## src/sensor_regs_pkg.sv

```systemverilog
// Constants, types and decode functions for the sensor register bank
package sensor_regs_pkg;

    // ********************************************************************
    // Register pointers
    // ********************************************************************
    localparam logic [7:0] PTR_CONFIG    = 8'h02;
    localparam logic [7:0] PTR_SERIAL_HI = 8'hFB;
    localparam logic [7:0] PTR_SERIAL_MI = 8'hFC;
    localparam logic [7:0] PTR_SERIAL_LO = 8'hFD;
    localparam logic [7:0] PTR_MAKER     = 8'hFE;
    localparam logic [7:0] PTR_PART      = 8'hFF;

    // ********************************************************************
    // Configuration word fields
    // ********************************************************************
    localparam int CFG_SWRST   = 15;
    localparam int CFG_HEATER  = 13;
    localparam int CFG_ACQ     = 12;
    localparam int CFG_BATT    = 11;
    localparam int CFG_TRES    = 10;
    localparam int CFG_HRES_HI = 9;
    localparam int CFG_HRES_LO = 8;
    localparam logic [15:0] CFG_RESET = 16'h0000;
    localparam logic [15:0] ZERO_WORD = 16'h0000;

    // ********************************************************************
    // Serial number layout
    // ********************************************************************
    localparam int SER_HI_TOP = 39;
    localparam int SER_HI_BOT = 24;
    localparam int SER_MI_TOP = 23;
    localparam int SER_MI_BOT = 8;
    localparam int SER_LO_TOP = 7;
    localparam logic [7:0] SER_LO_PAD = 8'h00;

    // ********************************************************************
    // Identity defaults (values are arbitrary)
    // ********************************************************************
    localparam logic [39:0] SERIAL_DEFAULT = 40'h12_3456_789A;
    localparam logic [15:0] MAKER_DEFAULT  = 16'hA5C3;
    localparam logic [15:0] PART_DEFAULT   = 16'h0C01;

    // ********************************************************************
    // Resolution codes and widths
    // ********************************************************************
    localparam logic [1:0] HRES_14 = 2'h0;
    localparam logic [1:0] HRES_11 = 2'h1;
    localparam logic [1:0] HRES_8  = 2'h2;
    localparam logic [4:0] RES_14  = 5'h0E;
    localparam logic [4:0] RES_11  = 5'h0B;
    localparam logic [4:0] RES_8   = 5'h08;

    typedef enum logic [1:0] {
        CONV_IDLE = 2'b00,
        CONV_TEMP = 2'b01,
        CONV_HUM  = 2'b10
    } conv_state_t;

    function automatic logic [4:0] tempResWidth(input logic code);
        return code ? RES_11 : RES_14;
    endfunction

    function automatic logic [4:0] humResWidth(input logic [1:0] code);
        logic [4:0] w;
        unique case (code)
            HRES_11: w = RES_11;
            HRES_8:  w = RES_8;
            default: w = RES_14;
        endcase
        return w;
    endfunction

endpackage

```

## src/level_sync.sv

```systemverilog
// Two-flop synchroniser for one level input
`timescale 1ns/1ps
`default_nettype none
module level_sync (
    input  wire logic clk,
    input  wire logic sys_rst,
    input  wire logic asyncIn,
    output logic      syncOut
);

    // ********************************************************************
    // Synchroniser chain
    // ********************************************************************
    logic firstStage;

    always_ff @(posedge clk) begin
        if (sys_rst) begin
            firstStage <= 1'b0;
            syncOut    <= 1'b0;
        end else begin
            firstStage <= asyncIn;
            syncOut    <= firstStage;
        end
    end

endmodule // level_sync
`default_nettype wire

```

## src/sensor_config_and_id_registers.sv

```systemverilog
// Configuration and identification register bank of the sensor
`timescale 1ns/1ps
`default_nettype none
module sensor_config_and_id_registers #(
    parameter logic [39:0] UNIT_SERIAL = sensor_regs_pkg::SERIAL_DEFAULT,
    parameter logic [15:0] MAKER_CODE  = sensor_regs_pkg::MAKER_DEFAULT,
    parameter logic [15:0] PART_CODE   = sensor_regs_pkg::PART_DEFAULT
) (
    input  wire logic        clk,
    input  wire logic        sys_rst,
    input  wire logic [7:0]  regPtr,
    input  wire logic        regWrite,
    input  wire logic [15:0] regWrData,
    input  wire logic        regRead,
    input  wire logic        supplyLow,
    input  wire logic        measTrigger,
    input  wire logic        measHumidity,
    input  wire logic        convDone,
    output logic [15:0]      regRdData,
    output logic             rdValid,
    output logic             softResetPulse,
    output logic             heaterOn,
    output logic             acqBoth,
    output logic             tempRes,
    output logic [1:0]       humRes,
    output logic [4:0]       tempResBits,
    output logic [4:0]       humResBits,
    output logic             convTemp,
    output logic             convHum
);

    // ********************************************************************
    // Supply flag synchroniser
    // ********************************************************************
    logic supplyLowSync;

    level_sync u_supply_sync (
        .clk     (clk),
        .sys_rst (sys_rst),
        .asyncIn (supplyLow),
        .syncOut (supplyLowSync)
    );

    // ********************************************************************
    // Configuration register
    // ********************************************************************
    logic       cfgWrite;
    logic       swReset;
    logic       next_softResetPulse;
    logic       next_heaterOn;
    logic       next_acqBoth;
    logic       next_tempRes;
    logic [1:0] next_humRes;
    logic [4:0] next_tempResBits;
    logic [4:0] next_humResBits;

    assign cfgWrite = regWrite
        && (regPtr == sensor_regs_pkg::PTR_CONFIG);
    assign swReset  = cfgWrite && regWrData[sensor_regs_pkg::CFG_SWRST];

    always_comb begin
        next_softResetPulse = 1'b0;
        next_heaterOn       = heaterOn;
        next_acqBoth        = acqBoth;
        next_tempRes        = tempRes;
        next_humRes         = humRes;
        if (swReset) begin
            // Self-clearing reset returns fields to defaults
            next_softResetPulse = 1'b1;
            next_heaterOn = sensor_regs_pkg::CFG_RESET[
                sensor_regs_pkg::CFG_HEATER];
            next_acqBoth  = sensor_regs_pkg::CFG_RESET[
                sensor_regs_pkg::CFG_ACQ];
            next_tempRes  = sensor_regs_pkg::CFG_RESET[
                sensor_regs_pkg::CFG_TRES];
            next_humRes   = sensor_regs_pkg::CFG_RESET[
                sensor_regs_pkg::CFG_HRES_HI:sensor_regs_pkg::CFG_HRES_LO];
        end else if (cfgWrite) begin
            // Reserved and read-only bits are dropped
            next_heaterOn = regWrData[sensor_regs_pkg::CFG_HEATER];
            next_acqBoth  = regWrData[sensor_regs_pkg::CFG_ACQ];
            next_tempRes  = regWrData[sensor_regs_pkg::CFG_TRES];
            next_humRes   = regWrData[sensor_regs_pkg::CFG_HRES_HI:
                sensor_regs_pkg::CFG_HRES_LO];
        end
        next_tempResBits = sensor_regs_pkg::tempResWidth(next_tempRes);
        next_humResBits  = sensor_regs_pkg::humResWidth(next_humRes);
    end

    always_ff @(posedge clk) begin
        if (sys_rst) begin
            softResetPulse <= 1'b0;
            heaterOn       <= sensor_regs_pkg::CFG_RESET[
                sensor_regs_pkg::CFG_HEATER];
            acqBoth        <= sensor_regs_pkg::CFG_RESET[
                sensor_regs_pkg::CFG_ACQ];
            tempRes        <= sensor_regs_pkg::CFG_RESET[
                sensor_regs_pkg::CFG_TRES];
            humRes         <= sensor_regs_pkg::CFG_RESET[
                sensor_regs_pkg::CFG_HRES_HI:sensor_regs_pkg::CFG_HRES_LO];
            tempResBits    <= sensor_regs_pkg::RES_14;
            humResBits     <= sensor_regs_pkg::RES_14;
        end else begin
            softResetPulse <= next_softResetPulse;
            heaterOn       <= next_heaterOn;
            acqBoth        <= next_acqBoth;
            tempRes        <= next_tempRes;
            humRes         <= next_humRes;
            tempResBits    <= next_tempResBits;
            humResBits     <= next_humResBits;
        end
    end

    // ********************************************************************
    // Read path
    // ********************************************************************
    logic [15:0] readWord;
    logic [15:0] next_regRdData;
    logic        next_rdValid;

    always_comb begin
        readWord = sensor_regs_pkg::ZERO_WORD;
        unique case (regPtr)
            sensor_regs_pkg::PTR_CONFIG: begin
                // Reset bit and reserved bits read zero
                readWord[sensor_regs_pkg::CFG_HEATER] = heaterOn;
                readWord[sensor_regs_pkg::CFG_ACQ]    = acqBoth;
                readWord[sensor_regs_pkg::CFG_BATT]   = supplyLowSync;
                readWord[sensor_regs_pkg::CFG_TRES]   = tempRes;
                readWord[sensor_regs_pkg::CFG_HRES_HI:
                    sensor_regs_pkg::CFG_HRES_LO]     = humRes;
            end
            sensor_regs_pkg::PTR_SERIAL_HI: begin
                readWord = UNIT_SERIAL[sensor_regs_pkg::SER_HI_TOP:
                    sensor_regs_pkg::SER_HI_BOT];
            end
            sensor_regs_pkg::PTR_SERIAL_MI: begin
                readWord = UNIT_SERIAL[sensor_regs_pkg::SER_MI_TOP:
                    sensor_regs_pkg::SER_MI_BOT];
            end
            sensor_regs_pkg::PTR_SERIAL_LO: begin
                readWord = {UNIT_SERIAL[sensor_regs_pkg::SER_LO_TOP:0],
                    sensor_regs_pkg::SER_LO_PAD};
            end
            sensor_regs_pkg::PTR_MAKER: readWord = MAKER_CODE;
            sensor_regs_pkg::PTR_PART:  readWord = PART_CODE;
            default:                    readWord = sensor_regs_pkg::ZERO_WORD;
        endcase
        next_rdValid   = regRead;
        next_regRdData = regRead ? readWord : regRdData;
    end

    always_ff @(posedge clk) begin
        if (sys_rst) begin
            regRdData <= sensor_regs_pkg::ZERO_WORD;
            rdValid   <= 1'b0;
        end else begin
            regRdData <= next_regRdData;
            rdValid   <= next_rdValid;
        end
    end

    // ********************************************************************
    // Conversion sequencer
    // ********************************************************************
    sensor_regs_pkg::conv_state_t convState;
    sensor_regs_pkg::conv_state_t next_convState;
    logic seqBoth;
    logic next_seqBoth;

    always_comb begin
        next_convState = convState;
        next_seqBoth   = seqBoth;
        unique case (convState)
            sensor_regs_pkg::CONV_IDLE: begin
                if (measTrigger) begin
                    next_seqBoth = acqBoth;
                    if (acqBoth || !measHumidity) begin
                        next_convState = sensor_regs_pkg::CONV_TEMP;
                    end else begin
                        next_convState = sensor_regs_pkg::CONV_HUM;
                    end
                end
            end
            sensor_regs_pkg::CONV_TEMP: begin
                if (convDone) begin
                    next_convState = seqBoth ? sensor_regs_pkg::CONV_HUM
                        : sensor_regs_pkg::CONV_IDLE;
                end
            end
            sensor_regs_pkg::CONV_HUM: begin
                if (convDone) begin
                    next_convState = sensor_regs_pkg::CONV_IDLE;
                end
            end
            default: next_convState = sensor_regs_pkg::CONV_IDLE;
        endcase
        if (swReset) begin
            next_convState = sensor_regs_pkg::CONV_IDLE;
            next_seqBoth   = 1'b0;
        end
    end

    always_ff @(posedge clk) begin
        if (sys_rst) begin
            convState <= sensor_regs_pkg::CONV_IDLE;
            seqBoth   <= 1'b0;
            convTemp  <= 1'b0;
            convHum   <= 1'b0;
        end else begin
            convState <= next_convState;
            seqBoth   <= next_seqBoth;
            convTemp  <= (next_convState == sensor_regs_pkg::CONV_TEMP);
            convHum   <= (next_convState == sensor_regs_pkg::CONV_HUM);
        end
    end

    // ********************************************************************
    // Assertions
    // ********************************************************************
    a_swrst_self_clear: assert property (@(posedge clk)
        disable iff (sys_rst) swReset |=> softResetPulse ##1
            (softResetPulse == $past(swReset)))
        else $error("Soft reset pulse not one cycle");

    a_swrst_defaults: assert property (@(posedge clk)
        disable iff (sys_rst) swReset |=> !heaterOn && !acqBoth && !tempRes
            && (humRes == sensor_regs_pkg::HRES_14)
            && (tempResBits == sensor_regs_pkg::RES_14))
        else $error("Soft reset left fields set");

    a_temp_res_map: assert property (@(posedge clk)
        disable iff (sys_rst) cfgWrite && !swReset |=> (tempResBits ==
            ($past(regWrData[sensor_regs_pkg::CFG_TRES])
                ? sensor_regs_pkg::RES_11 : sensor_regs_pkg::RES_14)))
        else $error("Temperature resolution wrong");

    a_hum_res_map: assert property (@(posedge clk) disable iff (sys_rst)
        cfgWrite && !swReset && (regWrData[sensor_regs_pkg::CFG_HRES_HI:
            sensor_regs_pkg::CFG_HRES_LO] == sensor_regs_pkg::HRES_8)
        |=> humResBits == sensor_regs_pkg::RES_8)
        else $error("Humidity resolution wrong");

    a_cfg_read_back: assert property (@(posedge clk)
        disable iff (sys_rst)
        regRead && (regPtr == sensor_regs_pkg::PTR_CONFIG) |=> rdValid
            && (regRdData[7:0] == sensor_regs_pkg::ZERO_WORD[7:0])
            && !regRdData[sensor_regs_pkg::CFG_SWRST]
            && (regRdData[sensor_regs_pkg::CFG_BATT] == $past(supplyLowSync)))
        else $error("Config read back wrong");

    a_serial_read: assert property (@(posedge clk) disable iff (sys_rst)
        regRead && (regPtr >= sensor_regs_pkg::PTR_SERIAL_HI)
            && (regPtr <= sensor_regs_pkg::PTR_SERIAL_LO) |=> rdValid
            && (regRdData == ($past(regPtr) == sensor_regs_pkg::PTR_SERIAL_HI
                ? UNIT_SERIAL[39:24] : $past(regPtr) ==
                sensor_regs_pkg::PTR_SERIAL_MI ? UNIT_SERIAL[23:8]
                : {UNIT_SERIAL[7:0], 8'h00})))
        else $error("Serial word read wrong");

    a_id_codes_read: assert property (@(posedge clk)
        disable iff (sys_rst) regRead && (regPtr == sensor_regs_pkg::PTR_MAKER)
        ##1 regRead && (regPtr == sensor_regs_pkg::PTR_PART)
        |-> ##1 (regRdData == PART_CODE) && ($past(regRdData) == MAKER_CODE))
        else $error("Identity code read wrong");

    a_id_write_ignored: assert property (@(posedge clk)
        disable iff (sys_rst) regWrite
            && (regPtr != sensor_regs_pkg::PTR_CONFIG) |=> $stable(heaterOn)
            && $stable(humRes) && !softResetPulse)
        else $error("Write to read-only word had effect");

    a_seq_order: assert property (@(posedge clk) disable iff (sys_rst)
        measTrigger && !convTemp && !convHum && acqBoth && !swReset
        |=> convTemp && !convHum)
        else $error("Sequence did not start with temperature");

    a_seq_hum_next: assert property (@(posedge clk)
        disable iff (sys_rst) convTemp && convDone && seqBoth && !swReset
        |=> convHum)
        else $error("Humidity did not follow temperature");

endmodule // sensor_config_and_id_registers
`default_nettype wire

```

## config.mk

```make
export PLATFORM = sky130hd
export DESIGN_NAME = sensor_config_and_id_registers
export DESIGN_NICKNAME = d
export VERILOG_FILES = /design/src/sensor_regs_pkg.sv /design/src/level_sync.sv /design/src/sensor_config_and_id_registers.sv
export SDC_FILE = /design/constraint.sdc
export NUM_CORES = 1
export LEC_CHECK = 0
export ABC_AREA = 1
export BUFFER_PORTS_ARGS = -buffer_cell sky130_fd_sc_hd__buf_2
export CORE_UTILIZATION = 33
export CTS_CLUSTER_DIAMETER = 50
export DETAILED_ROUTE_END_ITERATION = 10
export GPL_ROUTABILITY_DRIVEN = 0
export GPL_TIMING_DRIVEN = 1
export PLACE_DENSITY = 0.69
export SLEW_MARGIN = 20
export SYNTH_ARGS = -nofsm -noshare
export SYNTH_HDL_FRONTEND = slang
export SYNTH_HIERARCHICAL = 1
export SYNTH_SLANG_ARGS = --single-unit
```

## constraint.sdc

```tcl
create_clock -name clk -period 1.85 [get_ports clk]
set_input_delay 0.0925 -clock clk [delete_from_list [all_inputs] [get_ports clk]]
set_output_delay 0.0925 -clock clk [all_outputs]
set_load 0.01 [all_outputs]
```

==> results_dict.tcl <==
set metrics [dict create \
    power_leakage_nw 0.9855 \
    ant_nets 0 \
    crit_path_start_kind "input pin" \
    period_share_pct 75.12 \
    rr_startpoint "humRes[1]$_SDFF_PP0_" \
    drt-initial-drc-count 45 \
    rsz0062_at_grt "false" \
    required_ns 2.01 \
    dp_hpwl_um 2263 \
    postCtsHoldBufs 0 \
    grt_pass1_vias 1191 \
    core_area_sq_mm 0.004144 \
    synth_cells 201 \
    ff2ff_path_depth 6 \
    final_util_pct 43.93 \
    ios 67 \
    setup_ws_ns 0.4603 \
    clock_sinks 32 \
    max_freq_mhz 719.6 \
    antenna_cells 0 \
    grt_max_degree 18 \
    end_kind "flip-flop" \
    tritoncts "done" \
    vdd_drop_max_v 0.0004027 \
    synthArstFlopShare_pct 0 \
    r2r_setup_slack_ns 0.54 \
    finalHoldViolCount 0 \
    grt_usage_pct 14.20 \
    insertion_delay_ns 0.27 \
    endpoint "humResBits[2]$_SDFF_PP1_" \
    period_minus_slack_ns 1.390 \
    worstHoldStart "supplyLow" \
    numCtsBuffers 5 \
    fin_nets 285 \
    die_w_um 68.86 \
    maxCapViolCount 0 \
    cts-root-buf "clkbuf_8" \
    io_buffers 51 \
    synth_flop_cell "dfxtp_1" \
    ys_warn_count 6 \
    grt_pass1_wl_um 4892 \
    fin_tns_setup_ns 0 \
    htreeDepth 2 \
    placed_cells 294 \
    drc_errors 0 \
    avgViaCountPerCell 4.394 \
    synth_seq_cells 32 \
    synth.avg_cell_area_sq_um 7.339 \
    crit_type "in2reg" \
    wl_per_cell_um 9.934 \
    drtPass1Iterations 4 \
    slew_viol_final 0 \
    antenna_found_initial 0 \
    finalPower_mw 1.348 \
    dpl_worst_slack_ns 0.1659 \
    yosysSeqAreaShare_pct 43.43 \
    critPathLaunch "regPtr[5]" \
    outcome "finished, final reports clean" \
    cts_resized 0 \
    initial_core_util_pct 35.60 \
    stdcell_count 302 \
    mostFrequentLayoutCell "buf_2" \
    max-clock-path-buffers 2 \
    overflow 0 \
    drive_gt1_share_pct 29.76 \
    ys_types 27 \
    final_cell_mix "buf_2 (51), nand2_1 (49), dfxtp_1 (32)" \
    die_area_sq_mm 0.004742 \
    holdWs_ns 0.02001 \
    path_max_fanout 6 \
    power-per-cell-area_mw_per_mm2 740.7 \
    area_growth_pct 23.41 \
    postPlaceCellArea_sq_mm 0.001730 \
    synth_area_sq_mm 0.001475 \
    final_area_sq_mm 0.001821 \
    rows 23 \
    die_h_um 68.86 \
    final-setup-viol-count 0 \
    cts_setup_buffers 0 \
    cp.arrival_ns 1.55 \
    vias 1327 \
    synth-edff-count 0 \
    r2r-end "humResBits[2]$_SDFF_PP1_" \
    finalWirelength_um 3000 \
    hold_path.class "in2reg" \
    clkTransAtPathRegs_ns 0.06 \
    fin_skew_ns 0.003772 \
]
sequential cells by signal (all words and copies together), names as in the netlist:
signal                    flops
humRes                        2
humResBits                    3
softResetPulse                1
seqBoth                       1
convState                     2
u_supply_sync/syncOut         1
regRdData                    14
convHum                       1
rdValid                       1
u_supply_sync/firstStage      1
convTemp                      1
heaterOn                      1
tempResBits                   2
acqBoth                       1
cell usage after synthesis (2+ instances only):
cell,number,share of area [%]
nand2_2,2,0.85
buf_2,2,0.68
nor2_2,5,2.1
o211ai_1,3,1.5
dfxtp_1,32,43
nand2_1,49,12
buf_4,8,4.1
conb_1,2,0.51
nand2_4,2,1.5
nand3_1,11,3.7
o21ai_0,4,1.4
nor3b_1,2,1.0
nand4_1,2,0.85
nor3_1,2,0.68
ha_1,2,1.7
nor2_4,3,2.3
a21oi_1,11,3.7
nor2_1,18,4.6
inv_2,2,0.51
o21bai_1,2,1.0
inv_1,31,7.9
worst min path at each step:
stage / end / slack, ns / cells after the start
3_3_place_gp: u_supply_sync/firstStage$_SDFF_PP0_ / 0.30 / 3
3_5_place_dp: u_supply_sync/firstStage$_SDFF_PP0_ / 0.30 / 3
6_report: u_supply_sync/firstStage$_SDFF_PP0_ / 0.02 / 3
2_1_floorplan: regRdData[10]$_SDFFE_PP0P_ / 0.16 / 1
4_1_cts: u_supply_sync/firstStage$_SDFF_PP0_ / 0.01 / 3
5_1_grt: u_supply_sync/firstStage$_SDFF_PP0_ / 0.04 / 3
area by class of cell:
class / instances / area [sq um]
Sequential cell: 32 / 640.6
Tap cell: 50 / 62.56
Inverter: 34 / 130.1
Multi-Input combinational cell: 127 / 641.9
Fill cell: 455 / 2323
Clock buffer: 8 / 90.09
Timing Repair Buffer: 51 / 255.2
cell families (layout without fill, tap and decap cells):
group	after synthesis	count (layout)	synth area share (%)
buf+inv	45	93	13.83
flops	32	32	43.43
simple gates	98	98	31.89
other cells	2	5	0.5091
fa+ha+maj	2	2	1.696
compound gates	22	22	8.651
where the power goes:
group	leakage [nW]	total (mW)	switching, mW	internal, mW
Clock	0.0455	0.538	0.235	0.303
Sequential	0.259	0.703	0.00369	0.700
Combinational	0.681	0.107	0.0692	0.0381
worst max-delay path, cell delays in order:
cell and delay, ns:
buf_2 0.10, inv_1 0.04, nand2_1 0.04, nor2_1 0.17, nand2_4 0.11, nor2_8 0.15, nor2_1 0.06, nor2_2 0.17
inv_1 0.07, ha_1 0.27, or2_2 0.26
metal layers:
layer  vias up  wire [um]  track usage (%)
li1        701          -                -
met2        43       1343            23.18
met4         0         34            6.378
met1       578       1409            16.83
met5         -          0                0
met3         5        212            4.605
No activity file was read; power rests on OpenSTA's default activity.
